`src/cal_consts.svh`:
```
// constants for the select-to-command latency link
// assumes inclusion by bare name from each end and the package
`ifndef CAL_CONSTS_SVH
`define CAL_CONSTS_SVH
`define CMD_W 3
`define ADDR_W 18
`define CAL_W 3
`define CAL_MAX 8
`define CMD_DESELECT 3'h0
`define CMD_MODE_WRITE 3'h1
`define CMD_ACTIVATE 3'h2
`define CMD_READ 3'h3
`define CMD_WRITE 3'h4
`define CMD_PRECHARGE 3'h5
`define CMD_REFRESH 3'h6
`define MR_SEL_ONE 2'h1
`define MR_SEL_LSB 16
`define CAL_FIELD_LSB 0
`define CAL_ON_BIT 3
`define SETTLE_CYCLES 8'h18
`define REPEAT_CYCLES 8'h08
`define RX_HOLD_CYCLES 4'h2
`endif

```
`src/cal_pkg.sv`:
```
// types shared by both ends of the latency link
// assumes cal_consts.svh sits in the include path
`include "cal_consts.svh"
package cal_pkg;
  typedef logic [`CMD_W-1:0] cmd_t;
  typedef logic [`ADDR_W-1:0] addr_t;
  typedef logic [`CAL_W-1:0] cal_t;
endpackage

```
`src/cal_link_if.sv`:
```
// command/address link between controller and device
// assumes both ends run on the same REF_CLK
interface cal_link_if;
  logic cs_b;
  cal_pkg::cmd_t cmd;
  cal_pkg::addr_t addr;
  logic on_die_termination_control;
  modport ctrl (output cs_b, output cmd, output addr, output on_die_termination_control);
  modport dev (input cs_b, input cmd, input addr, input on_die_termination_control);
endinterface

```
`src/cal_device.sv`:
```
// device end: registers command/address a programmed latency after select
// assumes controller keeps spacing and programs latency in whole cycles
//
// How it works
// command taken exactly latency cycles after select
// mode write to register one sets latency enable and value
// controller programs latency in whole clock cycles
// receivers woken by select, slept after latch
// receivers stay awake across back-to-back commands
// controller waits settle plus latency before commands
// controller spaces mode writes settle plus latency
// gaps use newly programmed latency value
// termination control timing ignores latency
// latency off: command taken with select
`include "cal_consts.svh"
module cal_device
  import cal_pkg::*;
(
  // clock and reset
  input wire logic REF_CLK,
  input wire logic RST_B,
  // link
  cal_link_if.dev LINK,
  // decoded command out
  output logic CMD_VALID,
  output cal_pkg::cmd_t CMD,
  output cal_pkg::addr_t ADDR,
  output logic ODT_LEVEL,
  // state
  output logic CAL_ON,
  output cal_pkg::cal_t CAL_CYCLES,
  output logic RX_AWAKE
);
  import cal_pkg::*;

  // ==========================================================
  // state and next values
  logic [`CAL_MAX-1:0] sel_hist_q;
  logic [`CAL_MAX-1:0] sel_hist_d;
  logic cal_on_q;
  logic cal_on_d;
  cal_t cal_q;
  cal_t cal_d;
  logic [3:0] rx_hold_q;
  logic [3:0] rx_hold_d;
  logic valid_q;
  logic valid_d;
  cmd_t cmd_q;
  cmd_t cmd_d;
  addr_t addr_q;
  addr_t addr_d;
  logic odt_q;
  logic odt_d;

  // ==========================================================
  // decode helpers
  // mode register one is picked by the upper address pair
  function automatic logic mr_one_hit(input cmd_t c, input addr_t a);
    mr_one_hit = (c == `CMD_MODE_WRITE) && (a[`MR_SEL_LSB +: 2] == `MR_SEL_ONE);
  endfunction

  // a zero latency behaves like latency off for wake-up purposes
  function automatic logic lat_active(input logic on, input cal_t l);
    lat_active = on && (l != '0);
  endfunction

  // ==========================================================
  // select history
  wire logic sel_now = ~LINK.cs_b;
  wire logic [`CAL_MAX:0] sel_line = {sel_hist_q, sel_now};
  // the command belonging to a select seen cal cycles ago
  wire logic take = cal_on_q ? sel_line[cal_q] : sel_now;
  wire logic is_mr1 = mr_one_hit(LINK.cmd, LINK.addr);
  wire logic sel_pending = |sel_line;
  wire logic delayed = lat_active(cal_on_q, cal_q);

  assign sel_hist_d = sel_line[`CAL_MAX-1:0];

  always_ff @(posedge REF_CLK) begin
    if (!RST_B) begin
      sel_hist_q <= '0;
    end else begin
      sel_hist_q <= sel_hist_d;
    end
  end

  // ==========================================================
  // mode register one: latency enable and value
  // loaded on the capture edge, so the write itself uses the old latency
  wire logic mr_load = take && is_mr1;

  assign cal_on_d = mr_load ? LINK.addr[`CAL_ON_BIT] : cal_on_q;
  assign cal_d = mr_load ? LINK.addr[`CAL_FIELD_LSB +: `CAL_W] : cal_q;

  always_ff @(posedge REF_CLK) begin
    if (!RST_B) begin
      cal_on_q <= 1'b0;
    end else begin
      cal_on_q <= cal_on_d;
    end
  end

  always_ff @(posedge REF_CLK) begin
    if (!RST_B) begin
      cal_q <= '0;
    end else begin
      cal_q <= cal_d;
    end
  end

  // ==========================================================
  // receiver power: on from select until two cycles after it leaves the select history
  wire logic hold_left = rx_hold_q != 4'h0;
  wire logic hold_more = sel_pending || hold_left;

  // any select still in the pipe re-arms the hold, covering command runs
  assign rx_hold_d = sel_pending ? `RX_HOLD_CYCLES : (hold_left ? rx_hold_q - 4'h1 : rx_hold_q);

  always_ff @(posedge REF_CLK) begin
    if (!RST_B) begin
      rx_hold_q <= 4'h0;
    end else begin
      rx_hold_q <= rx_hold_d;
    end
  end

  // zero latency leaves no time to wake, so receivers stay on
  assign RX_AWAKE = !delayed || hold_more;

  // ==========================================================
  // captured command; termination sampled undelayed
  assign valid_d = take;
  assign cmd_d = take ? LINK.cmd : `CMD_DESELECT;
  assign addr_d = take ? LINK.addr : addr_q;
  // termination never rides the latency pipe
  assign odt_d = LINK.on_die_termination_control;

  always_ff @(posedge REF_CLK) begin
    if (!RST_B) begin
      valid_q <= 1'b0;
    end else begin
      valid_q <= valid_d;
    end
  end

  always_ff @(posedge REF_CLK) begin
    if (!RST_B) begin
      cmd_q <= `CMD_DESELECT;
    end else begin
      cmd_q <= cmd_d;
    end
  end

  always_ff @(posedge REF_CLK) begin
    if (!RST_B) begin
      addr_q <= '0;
    end else begin
      addr_q <= addr_d;
    end
  end

  always_ff @(posedge REF_CLK) begin
    if (!RST_B) begin
      odt_q <= 1'b0;
    end else begin
      odt_q <= odt_d;
    end
  end

  // ==========================================================
  // outputs
  assign CMD_VALID = valid_q;
  assign CMD = cmd_q;
  assign ADDR = addr_q;
  assign ODT_LEVEL = odt_q;
  assign CAL_ON = cal_on_q;
  assign CAL_CYCLES = cal_q;
endmodule // cal_device

```
`src/flat_wrapper.sv`:
```
// flat-port wrapper written by rule: the top's interface ports become plain ports
module cal_device_flat import cal_pkg::*;
  (REF_CLK, RST_B, CMD_VALID, CMD, ADDR, ODT_LEVEL, CAL_ON, CAL_CYCLES, RX_AWAKE, LINK_cs_b, LINK_cmd, LINK_addr, LINK_on_die_termination_control);
  cal_link_if LINK_i ();
  input wire logic REF_CLK;
  input wire logic RST_B;
  output logic CMD_VALID;
  output cal_pkg::cmd_t CMD;
  output cal_pkg::addr_t ADDR;
  output logic ODT_LEVEL;
  output logic CAL_ON;
  output cal_pkg::cal_t CAL_CYCLES;
  output logic RX_AWAKE;
  input wire logic [$bits(LINK_i.cs_b)-1:0] LINK_cs_b;
  input wire logic [$bits(LINK_i.cmd)-1:0] LINK_cmd;
  input wire logic [$bits(LINK_i.addr)-1:0] LINK_addr;
  input wire logic [$bits(LINK_i.on_die_termination_control)-1:0] LINK_on_die_termination_control;
  assign LINK_i.cs_b = LINK_cs_b;
  assign LINK_i.cmd = LINK_cmd;
  assign LINK_i.addr = LINK_addr;
  assign LINK_i.on_die_termination_control = LINK_on_die_termination_control;
  cal_device u_core (.REF_CLK(REF_CLK), .RST_B(RST_B), .LINK(LINK_i), .CMD_VALID(CMD_VALID), .CMD(CMD), .ADDR(ADDR), .ODT_LEVEL(ODT_LEVEL), .CAL_ON(CAL_ON), .CAL_CYCLES(CAL_CYCLES), .RX_AWAKE(RX_AWAKE));
endmodule
```
`config.mk`:
```
export PLATFORM = sky130hd
export DESIGN_NAME = cal_device_flat
export DESIGN_NICKNAME = d
export VERILOG_FILES = /design/src/cal_pkg.sv /design/src/cal_link_if.sv /design/src/cal_device.sv /design/src/flat_wrapper.sv
export VERILOG_INCLUDE_DIRS = /design/src
export SDC_FILE = /design/constraint.sdc
export NUM_CORES = 1
export LEC_CHECK = 0
export ABC_AREA = 0
export BUFFER_PORTS_ARGS = -buffer_cell sky130_fd_sc_hd__buf_2
export CAP_MARGIN = 20
export CORE_UTILIZATION = 45
export DETAILED_ROUTE_END_ITERATION = 8
export PLACE_DENSITY = 0.78
export REMOVE_ABC_BUFFERS = 1
export SKIP_CTS_REPAIR_TIMING = 1
export SLEW_MARGIN = 10
export SYNTH_ARGS = -nofsm -noshare
export SYNTH_HDL_FRONTEND = slang
export SYNTH_SLANG_ARGS = --single-unit
```
`constraint.sdc`:
```
create_clock -name REF_CLK -period 2.4 [get_ports REF_CLK]
set_clock_uncertainty 0.15 [all_clocks]
set_input_delay 0.12 -clock REF_CLK [delete_from_list [all_inputs] [get_ports REF_CLK]]
set_output_delay 0.12 -clock REF_CLK [all_outputs]
set_load 0.01 [all_outputs]
```
==> summary.txt <==
Synth
  • Synth Area in Compound Gates: 0.0581
  • Main combinational cell family by area after synthesis: simple AND/OR/NAND/NOR gates
  • Synth Area in Simple Gates: 0.213
  • Cell taking the most area after synthesis: dfxtp_1
  • Synth Area in Adders: 0
  • Synth top area share: 0.526
  • Synth Instances: 150
  • Avg Cell Area, Syn: 9.90 um2
  • Synth cell types: 27
  • Mapped cell area: 1490 um2
  • Xor and xnor area share after synthesis: 0
  • FF+latch count, synth: 39
  • Mux share of post-synthesis cell area: 0.170
  • Top post-synthesis cells by area: dfxtp_1 53%, mux2i_1 16%, nand2_1 10%
  • Yosys warns: 0
  • Register area share after synthesis: 0.526

Floorplanning
  • Core area: 3100 um2
  • Die area: 3530 um2
  • Initial Utilization: 0.479
  • Die height: 59.5 um
  • # rows: 20
  • # IOs: 53
  • Die Wd: 59.5 um

Drt
  • DRC viols: 0
  • DRT Wirelength: 3250 um
  • Per-cell routed wire length: 12.1 um
  • Routed vias: 1279
  • ANT nets after route: 0
  • Vias per inst: 4.74
  • DR iter-0 viols: 40
  • First drt pass iteration count: 4

Clock tree
  • Clk pin slew, worst setup/hold paths: 0.11 ns
  • H-tree lvl count: 2
  • CTS max path bufs: 2
  • Num CTS Buffers: 5
  • Clock latency on the worst-skew pair: 0.34 ns
  • CTS tree: done
  • CTS root buffer: clkbuf_4
  • CTS Sinks: 39

Timing
  • Post-layout min period: 2.18 ns
  • Max-slew violation count: 0
  • Unrepaired setup endpoints after global routing: no
  • Slew of the pin with the lowest slew margin: 0.798 ns
  • Final count of negative-setup-slack endpoints: 0
  • Fin. Hold Viols: 0
  • Slew headroom: 0.468
  • Slack of the critical path: 0.216 ns
  • Tcrit/Tclk final: 0.910
  • TNS Setup: 0 ns
  • Max Freq: 0.458 GHz

Layout
  • Final nets: 250
  • Number of inserted diodes: 0
  • Area delta synth->final: 37.6%
  • Layout Utilization: 0.658
  • Share of cells above drive strength 1: 0.279

Place
  • I/O Buffers: 52
  • DP HPWL: 2060 um
  • Routability congestion estimate: 0.788
  • Pre-CTS setup slack: 0.396 ns

Pwr
  • LEAKAGE: 1.01 nW
  • Pwr/cell area: 566 nW/um2
  • Peak VDD IR: 0.000364 V

Setup path
  • Startpoint types: register
  • CP required: 2.13 ns
  • CP Cell Sequence: or4_1 -> nor4_1 -> nand4_1 -> buf_2
  • Reg-to-Reg Start: u_core.CAL_CYCLES[2]
  • Setup Crit Path Kind: reg2out
  • Critical Path Start: u_core.sel_hist_q[1]
  • Crit end category: primary output
  • Critical path peak fanout: 3
  • Crit-path max cell delay: 0.53 ns
  • Crit path arrival time: 1.91 ns
  • Critical Path Slowest Stage Cell: or4_1

Hold path
  • Hold path startpoint: RST_B
  • Hold Path Class: in2reg

Flow run
  • Max-cap violations: 0

Global route
  • Largest net degree at the start of global routing: 56
  • Vias in the first global route: 1038
  • Initial antenna violation count: 0
  • Overflow after GRT: 0
  • First-pass GRT wire length: 4560 um
  • Global Route Usage Sum: 0.178

Outcome
  • Status: finished clean
[synthesized netlist by cell type]
library cell / number
or4_1: 1
a21boi_2: 1
o21ai_0: 1
nor4_1: 1
o31ai_1: 2
nand4bb_1: 1
buf_6: 2
nand4_1: 1
nor2b_1: 1
mux4_2: 1
or3b_2: 1
nor2_1: 3
a21boi_0: 1
nor3b_1: 1
dfxtp_1: 39
a211o_1: 2
clkbuf_1: 6
mux2i_1: 23
a21o_1: 1
a21oi_1: 2
nand2_1: 41
nor3_1: 3
inv_1: 1
a22oi_2: 1
and3_1: 3
and2_1: 9
nand3b_1: 1
[metal layers]
| layer | global-route usage | vias up | wire length, um |
|---|---|---|---|
| li1 | - | 657 | - |
| met1 | 0.209 | 578 | 1340 |
| met2 | 0.287 | 38 | 1690 |
| met3 | 0.0655 | 6 | 168 |
| met4 | 0.0816 | 0 | 58 |
| met5 | 0 | - | 0 |
[sequential cells by signal, indices dropped and copies added (netlist names)]
signal / flops
u_core.CMD: 3
u_core.sel_hist_q: 8
u_core.ADDR: 18
u_core.CAL_CYCLES: 3
u_core.rx_hold_q: 4
u_core.CMD_VALID: 1
u_core.CAL_ON: 1
u_core.ODT_LEVEL: 1
[critical path: cells and delay by family, from the launching register on]
family	cells	cell delay, ns
buffers and inverters	1	0.17
AND/OR/NAND/NOR	3	1.07
flip-flops	1	0.34
[power by group]
| part | total, mW | switching, mW | internal, mW |
|---|---|---|---|
| Clock | 0.314 | 0.200 | 0.114 |
| Combinational | 0.151 | 0.0690 | 0.0816 |
| Sequential | 0.691 | 0.0157 | 0.675 |
| Total | 1.16 | 0.285 | 0.871 |
[worst paths after layout]
check	to	slack (ns)	depth (start not counted)
worst min register to register	u_core.ADDR[4]	0.31	2
worst max-delay path	RX_AWAKE	0.22	4
worst max register to register	u_core.ADDR[9]	0.36	5
worst min-delay path	u_core.ADDR[7]	0.24	3
[cell type report]
class                           instances  area [um2]
Tap cell                               44        55.1
Fill cell                             291        1060
Multi-Input combinational cell        102         656
Timing Repair Buffer                   76         498
Clock inverter                          1        5.00
Clock buffer                            7        45.0
Sequential cell                        39         781
Inverter                                1        3.75
[layout by cell type (no fill, tap or decap), types with 3 or more instances in the layout]
| cell | netlist | routed |
|---|---|---|
| clkbuf_4 | 0 | 5 |
| and2_1 | 9 | 9 |
| nand2_1 | 41 | 41 |
| dlygate4sd3_1 | 0 | 23 |
| and3_1 | 3 | 3 |
| nor2_1 | 3 | 3 |
| buf_2 | 0 | 52 |
| nor3_1 | 3 | 3 |
| mux2i_1 | 23 | 23 |
| dfxtp_1 | 39 | 39 |
[metrics by stage]
step | hold slack, ns | power [mW] | instances | area [um2]
global placement | 0.177 | 0.825 | 239 | 1760
finish | 0.243 | 1.16 | 270 | 2040
floorplan | 0.0416 | 0.763 | 142 | 1440
detailed placement | 0.181 | 0.827 | 239 | 1760
global route | 0.283 | 1.21 | 270 | 2040
CTS | -0.179 | 1.14 | 247 | 1810
[logic make-up (layout without fill, tap and decap cells)]
logic type | after synthesis | after routing
and+or+nand+nor | 67 | 67
muxes | 24 | 24
buffers and inverters | 9 | 85
DFF | 39 | 39
AOI/OAI and AO/OA | 11 | 11
No activity file was read; power rests on OpenSTA's default activity.
